### config.mk
export PLATFORM = sky130hd
export DESIGN_NAME = ccd_top
export DESIGN_NICKNAME = d
export VERILOG_FILES = /design/src/hdl/ccd_pkg.sv /design/src/hdl/ccd_sync2.sv /design/src/hdl/ccd_stage.sv /design/src/hdl/ccd_top.sv
export SDC_FILE = /design/constraint.sdc
export NUM_CORES = 1
export LEC_CHECK = 0
export BUFFER_PORTS_ARGS = -buffer_cell sky130_fd_sc_hd__buf_2
export CORE_MARGIN = 2
export CORE_UTILIZATION = 30
export DETAILED_ROUTE_END_ITERATION = 16
export GPL_TIMING_DRIVEN = 0
export PLACE_DENSITY = 0.58
export REMOVE_ABC_BUFFERS = 1
export SLEW_MARGIN = 20
export SYNTH_ARGS = -nofsm -noshare
export SYNTH_HDL_FRONTEND = slang
export SYNTH_HIERARCHICAL = 1
export SYNTH_SLANG_ARGS = --single-unit
export TNS_END_PERCENT = 5
### constraint.sdc
create_clock -name aclk -period 2.05 [get_ports aclk]
set_clock_uncertainty 0.1 [all_clocks]
set_input_delay 0.1025 -clock aclk [delete_from_list [all_inputs] [get_ports aclk]]
set_output_delay 0.1025 -clock aclk [all_outputs]
set_load 0.03 [all_outputs]
### src/hdl/ccd_pkg.sv
// Constants and types shared by the cascaded channel divider.
`default_nettype none

package ccd_pkg;

  // ---------------------------------------------------------------
  // Register indices and byte addresses
  // ---------------------------------------------------------------
  localparam int CCD_ADDR_W = 12;
  localparam logic [11:0] CCD_IDX_ST1_CNT  = 12'h199;
  localparam logic [11:0] CCD_IDX_PHASE    = 12'h19A;
  localparam logic [11:0] CCD_IDX_ST2_CNT  = 12'h19B;
  localparam logic [11:0] CCD_IDX_CTL      = 12'h19C;
  localparam logic [11:0] CCD_IDX_DCC      = 12'h19D;
  localparam logic [11:0] CCD_IDX_NEXT_CNT = 12'h19E;
  localparam logic [11:0] CCD_IDX_STATUS   = 12'h1B0;
  localparam logic [11:0] CCD_ADR_ST1_CNT  = 12'(CCD_IDX_ST1_CNT * 4);
  localparam logic [11:0] CCD_ADR_PHASE    = 12'(CCD_IDX_PHASE * 4);
  localparam logic [11:0] CCD_ADR_ST2_CNT  = 12'(CCD_IDX_ST2_CNT * 4);
  localparam logic [11:0] CCD_ADR_CTL      = 12'(CCD_IDX_CTL * 4);
  localparam logic [11:0] CCD_ADR_DCC      = 12'(CCD_IDX_DCC * 4);
  localparam logic [11:0] CCD_ADR_NEXT_CNT = 12'(CCD_IDX_NEXT_CNT * 4);
  localparam logic [11:0] CCD_ADR_STATUS   = 12'(CCD_IDX_STATUS * 4);

  // ---------------------------------------------------------------
  // Field positions
  // ---------------------------------------------------------------
  localparam int CCD_LOW_MSB  = 7;
  localparam int CCD_LOW_LSB  = 4;
  localparam int CCD_HIGH_MSB = 3;
  localparam int CCD_HIGH_LSB = 0;
  localparam int CCD_PH2_MSB  = 7;
  localparam int CCD_PH2_LSB  = 4;
  localparam int CCD_PH1_MSB  = 3;
  localparam int CCD_PH1_LSB  = 0;
  localparam int CCD_BYP2     = 5;
  localparam int CCD_BYP1     = 4;
  localparam int CCD_NOSYNC   = 3;
  localparam int CCD_FORCE    = 2;
  localparam int CCD_START2   = 1;
  localparam int CCD_START1   = 0;
  localparam int CCD_DCC_OFF  = 0;

  // ---------------------------------------------------------------
  // Reset values and bus answers
  // ---------------------------------------------------------------
  localparam logic [7:0] CCD_RST_ST1_CNT  = 8'h00;
  localparam logic [7:0] CCD_RST_PHASE    = 8'h00;
  localparam logic [7:0] CCD_RST_ST2_CNT  = 8'h00;
  localparam logic [5:0] CCD_RST_CTL      = 6'h00;
  localparam logic       CCD_RST_DCC      = 1'h0;
  localparam logic [7:0] CCD_RST_NEXT_CNT = 8'h00;
  localparam logic [1:0] CCD_RESP_OKAY    = 2'h0;
  localparam logic [1:0] CCD_RESP_SLVERR  = 2'h2;

  // ---------------------------------------------------------------
  // Types
  // ---------------------------------------------------------------
  typedef struct packed {
    logic [3:0] low;
    logic [3:0] high;
    logic [3:0] phase;
    logic       start;
    logic       bypass;
  } ccd_stage_cfg_s;

  typedef enum logic [2:0] {
    CCD_SEL_NONE,
    CCD_SEL_ST1,
    CCD_SEL_PHASE,
    CCD_SEL_ST2,
    CCD_SEL_CTL,
    CCD_SEL_DCC,
    CCD_SEL_NEXT,
    CCD_SEL_STATUS
  } ccd_sel_e;

endpackage : ccd_pkg

`default_nettype wire

### src/hdl/ccd_sync2.sv
// Two-flop synchroniser for pin inputs of the channel divider.
`default_nettype none

module ccd_sync2 (
  input  wire logic       aclk,
  input  wire logic       aresetn,
  input  wire logic [1:0] async_i,
  output logic      [1:0] sync_o
);
  import ccd_pkg::*;

  typedef struct packed {
    logic [1:0] meta;
    logic [1:0] sync;
  } ccd_sync_s;

  ccd_sync_s s_reg;
  ccd_sync_s s_next;

  always_comb begin
    s_next      = s_reg;
    s_next.meta = async_i;
    s_next.sync = s_reg.meta;
  end

  always_ff @(posedge aclk) begin
    if (!aresetn) begin
      s_reg <= '0;
    end else begin
      s_reg <= s_next;
    end
  end

  assign sync_o = s_reg.sync;

endmodule : ccd_sync2

`default_nettype wire

### src/hdl/ccd_stage.sv
// One divider stage: low and high counts, phase offset, start level.
`default_nettype none

module ccd_stage (
  input  wire logic                    aclk,
  input  wire logic                    aresetn,
  input  wire ccd_pkg::ccd_stage_cfg_s cfg,
  input  wire logic                    restart,
  input  wire logic                    in_lvl,
  input  wire logic                    in_tick,
  output logic                         out_lvl,
  output logic                         out_tick
);
  import ccd_pkg::*;

  typedef struct packed {
    logic [3:0] cnt;
    logic [3:0] phase;
    logic       lvl;
    logic       out_lvl;
    logic       out_tick;
  } ccd_stage_s;

  ccd_stage_s s_reg;
  ccd_stage_s s_next;
  logic [3:0] limit;

  // ---------------------------------------------------------------
  // Counting
  // ---------------------------------------------------------------
  // A bypassed stage is held idle, which stands for its power-down.
  always_comb begin
    s_next = s_reg;
    limit  = s_reg.lvl ? cfg.high : cfg.low;
    if (restart || cfg.bypass) begin
      s_next.lvl   = cfg.start;
      s_next.cnt   = 4'h0;
      s_next.phase = cfg.phase;
    end else if (in_tick) begin
      if (s_reg.phase != 4'h0) begin
        s_next.phase = s_reg.phase - 4'h1;
      end else if (s_reg.cnt == limit) begin
        s_next.lvl = ~s_reg.lvl;
        s_next.cnt = 4'h0;
      end else begin
        s_next.cnt = s_reg.cnt + 4'h1;
      end
    end
    s_next.out_lvl  = cfg.bypass ? in_lvl : s_next.lvl;
    s_next.out_tick = cfg.bypass ? in_tick
                                 : (s_next.lvl & ~s_reg.lvl);
  end

  always_ff @(posedge aclk) begin
    if (!aresetn) begin
      s_reg <= '0;
    end else begin
      s_reg <= s_next;
    end
  end

  assign out_lvl  = s_reg.out_lvl;
  assign out_tick = s_reg.out_tick;
endmodule : ccd_stage

`default_nettype wire

### src/hdl/ccd_top.sv
// Cascaded channel divider with its AXI4-Lite register slave.
//
// Our own choice: the AXI4-Lite interface to the registers.
`default_nettype none

module ccd_top (
  input  wire logic        aclk,
  input  wire logic        aresetn,
  input  wire logic [11:0] s_axi_awaddr,
  input  wire logic        s_axi_awvalid,
  output logic             s_axi_awready,
  input  wire logic [31:0] s_axi_wdata,
  input  wire logic [3:0]  s_axi_wstrb,
  input  wire logic        s_axi_wvalid,
  output logic             s_axi_wready,
  output logic [1:0]       s_axi_bresp,
  output logic             s_axi_bvalid,
  input  wire logic        s_axi_bready,
  input  wire logic [11:0] s_axi_araddr,
  input  wire logic        s_axi_arvalid,
  output logic             s_axi_arready,
  output logic [31:0]      s_axi_rdata,
  output logic [1:0]       s_axi_rresp,
  output logic             s_axi_rvalid,
  input  wire logic        s_axi_rready,
  input  wire logic        div_clk_in,
  input  wire logic        sync_in,
  output logic             div_out,
  output logic             duty_correction_en,
  output logic [7:0]       next_div_counts
);
  import ccd_pkg::*;

  // ---------------------------------------------------------------
  // State
  // ---------------------------------------------------------------
  typedef struct packed {
    logic        awready;
    logic        wready;
    logic        bvalid;
    logic [1:0]  bresp;
    logic        arready;
    logic        rvalid;
    logic [1:0]  rresp;
    logic [31:0] rdata;
    logic        aw_held;
    logic [11:0] aw_addr;
    logic        w_held;
    logic [7:0]  w_data;
    logic        w_en;
    logic [7:0]  st1_cnt;
    logic [7:0]  phase;
    logic [7:0]  st2_cnt;
    logic [5:0]  ctl;
    logic        duty_correction_disable;
    logic [7:0]  next_cnt;
    logic        clk_prev;
    logic        sync_prev;
    logic        boot;
    logic        div_out;
    logic        dcc_en;
  } ccd_top_s;

  localparam ccd_top_s CCD_TOP_RST = '{
    st1_cnt:                 CCD_RST_ST1_CNT,
    phase:                   CCD_RST_PHASE,
    st2_cnt:                 CCD_RST_ST2_CNT,
    ctl:                     CCD_RST_CTL,
    duty_correction_disable: CCD_RST_DCC,
    next_cnt:                CCD_RST_NEXT_CNT,
    boot:                    1'b1,
    default:                 '0
  };

  ccd_top_s       s_reg;
  ccd_top_s       s_next;
  logic [1:0]     pins_sync;
  logic           clk_sync;
  logic           sync_lvl;
  logic           clk_tick;
  logic           sync_rise;
  logic           restart;
  ccd_stage_cfg_s cfg1;
  ccd_stage_cfg_s cfg2;
  logic           st1_lvl;
  logic           st1_tick;
  logic           st2_lvl;
  logic           st2_tick;
  ccd_sel_e       wsel;
  ccd_sel_e       rsel;

  // ---------------------------------------------------------------
  // Address decoding
  // ---------------------------------------------------------------
  function automatic ccd_sel_e reg_sel(input logic [11:0] a);
    ccd_sel_e sel;
    sel = CCD_SEL_NONE;
    if (a == CCD_ADR_ST1_CNT) begin
      sel = CCD_SEL_ST1;
    end else if (a == CCD_ADR_PHASE) begin
      sel = CCD_SEL_PHASE;
    end else if (a == CCD_ADR_ST2_CNT) begin
      sel = CCD_SEL_ST2;
    end else if (a == CCD_ADR_CTL) begin
      sel = CCD_SEL_CTL;
    end else if (a == CCD_ADR_DCC) begin
      sel = CCD_SEL_DCC;
    end else if (a == CCD_ADR_NEXT_CNT) begin
      sel = CCD_SEL_NEXT;
    end else if (a == CCD_ADR_STATUS) begin
      sel = CCD_SEL_STATUS;
    end
    return sel;
  endfunction : reg_sel

  // ---------------------------------------------------------------
  // Pin synchronisers and stages
  // ---------------------------------------------------------------
  ccd_sync2 u_sync (
    .aclk    (aclk),
    .aresetn (aresetn),
    .async_i ({sync_in, div_clk_in}),
    .sync_o  (pins_sync)
  );

  assign clk_sync  = pins_sync[0];
  assign sync_lvl  = pins_sync[1];
  assign clk_tick  = clk_sync & ~s_reg.clk_prev;
  assign sync_rise = sync_lvl & ~s_reg.sync_prev;
  // Power-up counts as a sync event whatever the no-sync bit says.
  assign restart   = s_reg.boot |
                     (sync_rise & ~s_reg.ctl[CCD_NOSYNC]);

  always_comb begin
    cfg1.low    = s_reg.st1_cnt[CCD_LOW_MSB:CCD_LOW_LSB];
    cfg1.high   = s_reg.st1_cnt[CCD_HIGH_MSB:CCD_HIGH_LSB];
    cfg1.phase  = s_reg.phase[CCD_PH1_MSB:CCD_PH1_LSB];
    cfg1.start  = s_reg.ctl[CCD_START1];
    cfg1.bypass = s_reg.ctl[CCD_BYP1];
    cfg2.low    = s_reg.st2_cnt[CCD_LOW_MSB:CCD_LOW_LSB];
    cfg2.high   = s_reg.st2_cnt[CCD_HIGH_MSB:CCD_HIGH_LSB];
    cfg2.phase  = s_reg.phase[CCD_PH2_MSB:CCD_PH2_LSB];
    cfg2.start  = s_reg.ctl[CCD_START2];
    cfg2.bypass = s_reg.ctl[CCD_BYP2];
  end

  ccd_stage u_stage1 (
    .aclk     (aclk),
    .aresetn  (aresetn),
    .cfg      (cfg1),
    .restart  (restart),
    .in_lvl   (clk_sync),
    .in_tick  (clk_tick),
    .out_lvl  (st1_lvl),
    .out_tick (st1_tick)
  );

  // The second stage counts whole periods of the first stage output.
  ccd_stage u_stage2 (
    .aclk     (aclk),
    .aresetn  (aresetn),
    .cfg      (cfg2),
    .restart  (restart),
    .in_lvl   (st1_lvl),
    .in_tick  (st1_tick),
    .out_lvl  (st2_lvl),
    .out_tick (st2_tick)
  );

  // ---------------------------------------------------------------
  // Register slave and output logic
  // ---------------------------------------------------------------
  always_comb begin
    s_next           = s_reg;
    wsel             = reg_sel(s_reg.aw_addr);
    rsel             = reg_sel(s_axi_araddr);
    s_next.boot      = 1'b0;
    s_next.clk_prev  = clk_sync;
    s_next.sync_prev = sync_lvl;

    if (s_axi_awvalid && s_reg.awready) begin
      s_next.aw_held = 1'b1;
      s_next.aw_addr = s_axi_awaddr;
    end
    if (s_axi_wvalid && s_reg.wready) begin
      s_next.w_held = 1'b1;
      s_next.w_data = s_axi_wdata[7:0];
      s_next.w_en   = s_axi_wstrb[0];
    end
    if (s_reg.bvalid && s_axi_bready) begin
      s_next.bvalid = 1'b0;
    end
    if (s_reg.aw_held && s_reg.w_held && !s_reg.bvalid) begin
      s_next.aw_held = 1'b0;
      s_next.w_held  = 1'b0;
      s_next.bvalid  = 1'b1;
      s_next.bresp   = CCD_RESP_OKAY;
      if (s_reg.w_en) begin
        case (wsel)
          CCD_SEL_ST1:   s_next.st1_cnt  = s_reg.w_data;
          CCD_SEL_PHASE: s_next.phase    = s_reg.w_data;
          CCD_SEL_ST2:   s_next.st2_cnt  = s_reg.w_data;
          CCD_SEL_CTL:   s_next.ctl      = s_reg.w_data[5:0];
          CCD_SEL_DCC:   s_next.duty_correction_disable =
                           s_reg.w_data[CCD_DCC_OFF];
          CCD_SEL_NEXT:  s_next.next_cnt = s_reg.w_data;
          default: begin
          end
        endcase
      end
      // Unmapped addresses answer with an error; status writes are ignored.
      if (wsel == CCD_SEL_NONE) begin
        s_next.bresp = CCD_RESP_SLVERR;
      end
    end

    if (s_reg.rvalid && s_axi_rready) begin
      s_next.rvalid = 1'b0;
    end
    if (s_axi_arvalid && s_reg.arready) begin
      s_next.rvalid = 1'b1;
      s_next.rresp  = CCD_RESP_OKAY;
      s_next.rdata  = 32'h0;
      case (rsel)
        CCD_SEL_ST1:    s_next.rdata[7:0] = s_reg.st1_cnt;
        CCD_SEL_PHASE:  s_next.rdata[7:0] = s_reg.phase;
        CCD_SEL_ST2:    s_next.rdata[7:0] = s_reg.st2_cnt;
        CCD_SEL_CTL:    s_next.rdata[5:0] = s_reg.ctl;
        CCD_SEL_DCC:    s_next.rdata[0] = s_reg.duty_correction_disable;
        CCD_SEL_NEXT:   s_next.rdata[7:0] = s_reg.next_cnt;
        CCD_SEL_STATUS: s_next.rdata[3:0] =
                          {sync_lvl, st2_lvl, st1_lvl, s_reg.div_out};
        default:        s_next.rresp = CCD_RESP_SLVERR;
      endcase
    end

    s_next.awready = ~s_next.aw_held & ~s_next.bvalid;
    s_next.wready  = ~s_next.w_held & ~s_next.bvalid;
    s_next.arready = ~s_next.rvalid;

    if (s_reg.ctl[CCD_NOSYNC]) begin
      s_next.div_out = s_reg.ctl[CCD_FORCE];
    end else begin
      s_next.div_out = st2_lvl;
    end
    s_next.dcc_en = ~s_reg.duty_correction_disable;
  end

  always_ff @(posedge aclk) begin
    if (!aresetn) begin
      s_reg <= CCD_TOP_RST;
    end else begin
      s_reg <= s_next;
    end
  end

  assign s_axi_awready      = s_reg.awready;
  assign s_axi_wready       = s_reg.wready;
  assign s_axi_bresp        = s_reg.bresp;
  assign s_axi_bvalid       = s_reg.bvalid;
  assign s_axi_arready      = s_reg.arready;
  assign s_axi_rdata        = s_reg.rdata;
  assign s_axi_rresp        = s_reg.rresp;
  assign s_axi_rvalid       = s_reg.rvalid;
  assign div_out            = s_reg.div_out;
  assign duty_correction_en = s_reg.dcc_en;
  assign next_div_counts    = s_reg.next_cnt;
endmodule : ccd_top

`default_nettype wire

* Word level (Yosys, flattened, before mapping)
Index checks and enable logic that the tools add are counted.
Cells by class: bitwise operators 20, equality and inequality tests 29, reduce and logical (&&, ||, !) cells 30, mux-type cells 47, add/sub/neg operators 4
Operators with widths (number):
- $eq 12x11->1 const B | 14
- $mux 3 | 16
- $mux 35 | 1
- $mux 4 | 6
- $eq 3x3->1 const B | 7
- $mux 5 | 4
- $pmux 3 s6 | 1
- $reduce_and 3->1 | 6
- $mux 13 | 1
- $not 1->1 | 13
- $eq 3x2->1 const B | 4
- $mux 1 | 12
- $mux 10 | 1
- $pmux 2 s5 | 1
- $add 4x1->4 const B | 2
- $eq 4x4->1 | 2
- $pmux 2 s4 | 1
- $reduce_and 2->1 | 4
- $reduce_bool 2->1 | 4
- $reduce_bool 4->1 | 2
- $sub 4x1->4 const B | 2
- $logic_and 1x1->1 | 7
- $pmux 1 s7 | 1
- $reduce_or 7->1 | 1
- 8 further kinds | 17
Storage, ports and cells: register bits 109, word-level logic and storage cells 165, input port bits 69

* Depth between registers and ports, before layout
Gate-level depths: netlist (run 1).
depth in word-level cells 13, depth in mapped cells 8

* By module
Netlist (run 1), hierarchy kept.
Modules (own cells, without submodules):
- ccd_top | times used 1, cells an instance 467, area each 4036.4 µm²
- ccd_stage | times used 2, cells an instance 81, area each 671.9 µm²
- ccd_sync2 | times used 1, cells an instance 8, area each 105.1 µm²

* Worst setup path before layout (run 1)
No wires, ideal clock.
path type register -> register, from register s_reg[58] in the netlist's numbering, to register s_reg (netlist bit cfg1[0]), buffers on the path 1, library setup time 0.128 ns, cell stages (with the launch flop) 8, data arrival time 1.886 ns, required time 1.822 ns, path slack -0.064 ns, path through dfxtp_1 -> or4b_1 -> a21o_1 -> a21oi_4 -> and4b_1 -> buf_2 -> mux2i_1 -> nor2_1
On the way: word-level cells in the longest chain between the ends 10, elaborated cells on any way between the ends 16, those cells by class eq/ne: 8; mux: 7; reduce/logical: 1
Ends and longest elaborated chain:
- from (decl) | RTL line ccd_top.sv:75 | ccd_top_s s_reg;
- from (signal assigned) | RTL line ccd_top.sv:253 | s_reg <= s_next;
- $eq 12x11->1 | RTL line ccd_top.sv:110 | end else if (a == CCD_ADR_STATUS) begin
- $mux 3 | RTL line ccd_top.sv:110
- $mux 3 | RTL line ccd_top.sv:108 | end else if (a == CCD_ADR_NEXT_CNT) begin
- $mux 3 | RTL line ccd_top.sv:106 | end else if (a == CCD_ADR_DCC) begin
- $mux 3 | RTL line ccd_top.sv:104 | end else if (a == CCD_ADR_CTL) begin
- $mux 3 | RTL line ccd_top.sv:102 | end else if (a == CCD_ADR_ST2_CNT) begin
- $mux 3 | RTL line ccd_top.sv:100 | end else if (a == CCD_ADR_PHASE) begin
- $mux 3 (*) | RTL line ccd_top.sv:98 | if (a == CCD_ADR_ST1_CNT) begin
- $eq 3x3->1 (*) | RTL line ccd_top.sv:199 | case (wsel)
- $reduce_and 3->1 (no source line) (*)
Every way passes the cells marked *; elsewhere a longest branch is shown, timed or not. A chain may end at the register's enable or synchronous reset.

* Final worst setup path (run 1)
from register s_reg[57] in the netlist's numbering, to register s_reg[16] in the netlist's numbering
Same word-level chain as after synthesis.

==> impl_metrics.json, run 1 <==
{
  "ir_worst_vdd_uv": 441,
  "antenna_found_initial": 0,
  "r2r-end": "s_reg[16]",
  "power_per_cell_area_nw_per_um2": 663,
  "hold_violations": 0,
  "hold_class": "input port to register",
  "grt_pass1_wl_um": 21500,
  "combPwrFrac_pct": 10.4,
  "track_usage_pct": 13.7,
  "regToRegStartpoint": "s_reg[57]",
  "nFillCells": 1852,
  "slew_headroom_pct": 41.3,
  "critPathKind": "register to register",
  "place.gp.congestion": 0.842,
  "hpwlAfterDp_um": 9640,
  "port_buffers": 66,
  "largest_register_ff_count": 29,
  "routed_wl_um": 13500,
  "tightest_slew_ns": 0.873,
  "switching_share_pct": 26.6,
  "core_um2": 17900,
  "p_leak_nw": 2.45,
  "final_util_pct": 36.0,
  "ios": 120,
  "p_int_mw": 3.13,
  "rr_worst_depth": 6,
  "drtIter0Drc": 272,
  "cts_tree": "done",
  "tns_ns": -1.01,
  "hold_path_startpoint": "aresetn",
  "start_kind": "register",
  "drtPass1Iterations": 5,
  "rows": 49,
  "die_h_um": 139,
  "cts_htree_levels": 3,
  "synth_area_um2": 5440,
  "numCtsBuffers": 9,
  "layout_setup_ws_ns": -0.0737,
  "area_growth_pct": 18.4,
  "clk_pin_slew_ns": 0.08,
  "clk_latency_ns": 0.35,
  "clk_path_buf_depth": 2,
  "setup_viol": 23,
  "cts_root_buf": "clkbuf_16",
  "period_needed_ns": 2.12,
  "overflow": 0,
  "syn-instance-count": 632,
  "timing.fmax_mhz": 471,
  "clkPwrFrac_pct": 38.3,
  "ant_nets": 0,
  "cap_violations": 0,
  "holdPathStages": 3,
  "drc": 0,
  "seq_power_share_pct": 51.3,
  "period_share_pct": 104,
  "regToRegSetupSlack_ns": -0.07,
  "ys_warn_count": 6,
  "grt_max_degree": 69,
  "required_ns": 2.16,
  "die_area_um2": 19200,
  "start_util_pct": 30.4,
  "min_to": "s_axi_rdata[0]",
  "grt_pass1_vias": 4167,
  "status": "finished with violations",
  "maxSlewViolCount": 0,
  "critPathMaxFanout": 6,
  "syn_area_per_cell_um2": 8.61,
  "via_per_inst": 4.85,
  "die_w_um": 139,
  "p_sw_mw": 1.14,
  "grt_setup_unrepaired": "yes",
  "drive_above_1_share_pct": 18.4,
  "final_nets": 774,
  "insertedDiodeCount": 0,
  "vias": 4537,
  "cts_sinks": 107,
  "crit_path_end_kind": "register",
  "violations": "negative setup slack",
  "crit_arrival_ns": 2.23,
  "routedWlPerCell_um": 14.4
}
critical path, cell delays in order, from the launching register on:
cell and delay (ns):
dfxtp_4 0.36, or4b_1 0.49, a21o_1 0.22, a21oi_4 0.18, and4b_4 0.38, mux2i_1 0.20
nor2_1 0.05
power groups by stage:
| stage | Clock, mW | Combinational [mW] | Sequential, mW |
|---|---|---|---|
| 3_5_place_dp | 0 | 0.393 | 2.24 |
| 6_report | 1.64 | 0.443 | 2.19 |
| 5_1_grt | 1.76 | 0.490 | 2.20 |
| 3_3_place_gp | 0 | 0.391 | 2.24 |
| 4_1_cts | 1.67 | 0.434 | 2.19 |
| 2_1_floorplan | 0 | 0.253 | 2.24 |
how the worst max path moves through the flow:
stage                          from             end  cells after the start  slack [ns]
after floorplan           s_reg[63]         cfg1[2]                      6       -0.25
after global placement      aresetn  s_axi_rdata[7]                      7       -1.30
after detailed placement  s_reg[63]         cfg2[3]                      6       -0.77
after CTS                 s_reg[57]         cfg1[1]                      6       -0.09
after global routing      s_reg[57]         cfg1[8]                      9       -0.16
final                     s_reg[57]       s_reg[16]                      6       -0.07
layout by cell type, fill, tap and decap left out, types with 5 or more instances in the layout:
master,instances
nand3b_1,5
xor2_1,15
nand2_1,83
a31oi_1,5
dfxtp_1,99
nor2_1,68
mux2i_1,51
inv_1,11
and2_1,9
nor3b_1,5
buf_2,66
o21ai_0,9
a21oi_1,39
nor3_1,18
nand3_1,10
dlygate4sd3_1,26
a211oi_1,9
conb_1,26
clkbuf_16,9
and3_1,7
nor2b_1,6
dfxtp_2,6
a22oi_1,12
a21o_1,5
metrics by stage:
| step | hold WS [ns] | area, µm² | setup slack [ns] | power (mW) | std cells |
|---|---|---|---|---|---|
| finish | 0.156 | 6440 | -0.0737 | 4.27 | 935 |
| CTS | 0.147 | 6350 | -0.0860 | 4.30 | 932 |
| global placement | 0.221 | 5670 | -1.30 | 2.63 | 883 |
| global route | 0.174 | 6440 | -0.164 | 4.45 | 935 |
| detailed placement | 0.221 | 5680 | -0.772 | 2.63 | 883 |
| floorplan | 0.123 | 5060 | -0.248 | 2.49 | 588 |
routing by layer:
layer | share of wire (%) | global-route usage, % | wire length [µm] | vias to the layer above
li1 | - | - | - | 2273
met1 | 50 | 19.9 | 6730 | 2139
met2 | 45 | 21.2 | 6080 | 112
met3 | 4.0 | 2.35 | 541 | 13
met4 | 1.1 | 3.03 | 150 | 0
met5 | 0 | 0 | 0 | -
layout make-up:
type                            count  area, µm²  share of cell area [%]
Clock buffer                       10        229                    3.55
Clock inverter                      6       46.3                   0.719
Inverter                           12       47.5                   0.738
Multi-Input combinational cell    469       2950                    45.8
Sequential cell                   107       2160                    33.5
Tap cell                          229        287                    4.45
Timing Repair Buffer              102        723                    11.2
repair_timing:
| action | in CTS | in global routing |
|---|---|---|
| endpoints found under the setup margin | 46 | 52 |
| hold buffers | 26 | 0 |
| buffers inserted | 7 | 3 |
| gates resized for setup | 14 | 17 |
| endpoints found under the hold margin | 26 | 0 |
| pin swaps | 5 | 6 |
(Power assumes the default switching activity.)
==> inputs of run 2 (changes only) <==
RECOVER_POWER = 100   (was default)
==> run 2 against run 1 <==
The run still ends with negative setup slack left. Critical path depth did not move. Sequential share of layout area rose by 0.21 points. Design area fell by 0.62%. Via count fell by 0.29%. Cell count did not move. Flip-flop and latch count did not move. Core utilization fell by 0.22 points. Critical endpoint is now cfg1[1]. First-iteration DRC count rose by 3.7%. Worst hold slack got worse by 0.0048 ns.
==> impl_metrics.json, run 2 (same netlist as run 1, synthesis figures left out) <==
{
  "routed_wl_um": 13500,
  "die_h_um": 139,
  "ant_nets": 0,
  "cap_violations": 0,
  "drive_above_1_share_pct": 14.6,
  "cts_root_buf": "clkbuf_16",
  "cts_sinks": 107,
  "rows": 49,
  "ir_worst_vdd_uv": 441,
  "layout_setup_ws_ns": -0.0764,
  "grt_pass1_vias": 4167,
  "clk_pin_slew_ns": 0.08,
  "post-place-ws_ns": -0.772,
  "ios": 120,
  "die_area_um2": 19200,
  "busiest_layer": "met2",
  "nFillCells": 1868,
  "regArea_um2": 2160,
  "tns_ns": -1.10,
  "crit_path_end_kind": "register",
  "slew_headroom_pct": 39.7,
  "start_kind": "register",
  "power_per_cell_area_nw_per_um2": 666,
  "die_w_um": 139,
  "critPathMaxFanout": 6,
  "overflow": 0,
  "drtPass1Iterations": 5,
  "cts_tree": "done",
  "timing.fmax_mhz": 470,
  "hold_violations": 0,
  "core_um2": 17900,
  "place.gp.congestion": 0.842,
  "area_growth_pct": 17.6,
  "drtIter0Drc": 282,
  "violations": "negative setup slack",
  "period_share_pct": 104,
  "status": "finished with violations",
  "grt_use_met1_pct": 19.9,
  "critPathKind": "register to register",
  "hpwlAfterDp_um": 9640,
  "grt_max_degree": 69,
  "multiInputGateArea_um2": 2940,
  "hold_class": "input port to register",
  "use_met3_pct": 2.35,
  "vias": 4524,
  "drc": 0,
  "via_per_inst": 4.84,
  "start_util_pct": 30.4,
  "required_ns": 2.16,
  "crit_arrival_ns": 2.24,
  "p_leak_nw": 2.34,
  "tightest_slew_ns": 0.897,
  "antenna_found_initial": 0,
  "final_nets": 774,
  "maxSlewViolCount": 0,
  "finalPower_mw": 4.26,
  "use_met2_pct": 21.2,
  "track_usage_pct": 13.7,
  "holdWs_ns": 0.151,
  "clk_path_buf_depth": 2,
  "cts_htree_levels": 3,
  "largest_register_ff_count": 29,
  "numCtsBuffers": 9,
  "setup_viol": 25,
  "clk_latency_ns": 0.35,
  "routedWlPerCell_um": 14.5,
  "final_util_pct": 35.8,
  "grt_setup_unrepaired": "yes",
  "final_common_cell": "dfxtp_1",
  "period_needed_ns": 2.13,
  "port_buffers": 66,
  "insertedDiodeCount": 0,
  "mostFrequentLayoutCells": "99 x dfxtp_1, 83 x nand2_1, 68 x nor2_1, 51 x mux2i_1, 41 x buf_2",
  "grt_pass1_wl_um": 21500
}
==> run 2: final cells by class <==
cell class | instances | share of cell area, %
inverters | 12 | 0.743
clock buffers | 10 | 3.58
multi-input cells | 469 | 46.0
flip-flops and latches | 107 | 33.7
repair buffers | 102 | 10.8
clock inverters | 6 | 0.723
well taps | 229 | 4.48
==> run 2: path summary, 6_finish.rpt <==
kind | from | to | cells past startpoint | slack (ns)
max reg2reg | s_reg[57] | cfg1[1] | 6 | -0.08
min reg2reg | u_sync/s_next[0] | u_sync/sync_o[0] | 1 | 0.33
max | s_reg[57] | cfg1[1] | 6 | -0.08
min | aresetn | s_axi_rdata[0] | 3 | 0.15
==> run 2: power breakdown <==
part	leakage (nW)	total, mW	switching (mW)	internal (mW)
Combinational	1.33	0.438	0.277	0.160
Sequential	0.873	2.19	0.0598	2.13
Clock	0.135	1.63	0.796	0.839
Total	2.34	4.26	1.13	3.13
==> run 2: critical path: stages (launching register included) <==
cell and delay [ns]:
dfxtp_4 0.36, or4b_1 0.49, a21o_1 0.22, a21oi_4 0.18, and4b_4 0.38, mux2i_1 0.21
nor2_1 0.05
==> run 2: per-layer routing <==
metal | wire (µm) | vias up
met3 | 591 | 11
met2 | 6100 | 112
met5 | 0 | -
li1 | - | 2274
met4 | 136 | 0
met1 | 6690 | 2127
==> run 2: timing repair <==
action	in CTS	in global routing
pin swaps	5	6
hold endpoints to repair	26	0
gates resized for setup	14	17
hold buffers	26	0
buffers inserted	7	3
setup endpoints to repair	46	52
==> run 2: through the flow <==
step / area, µm² / cells
after detailed placement: 5680 / 883
after CTS: 6350 / 932
after floorplan: 5060 / 588
after global placement: 5670 / 883
final: 6400 / 935
after global routing: 6400 / 935
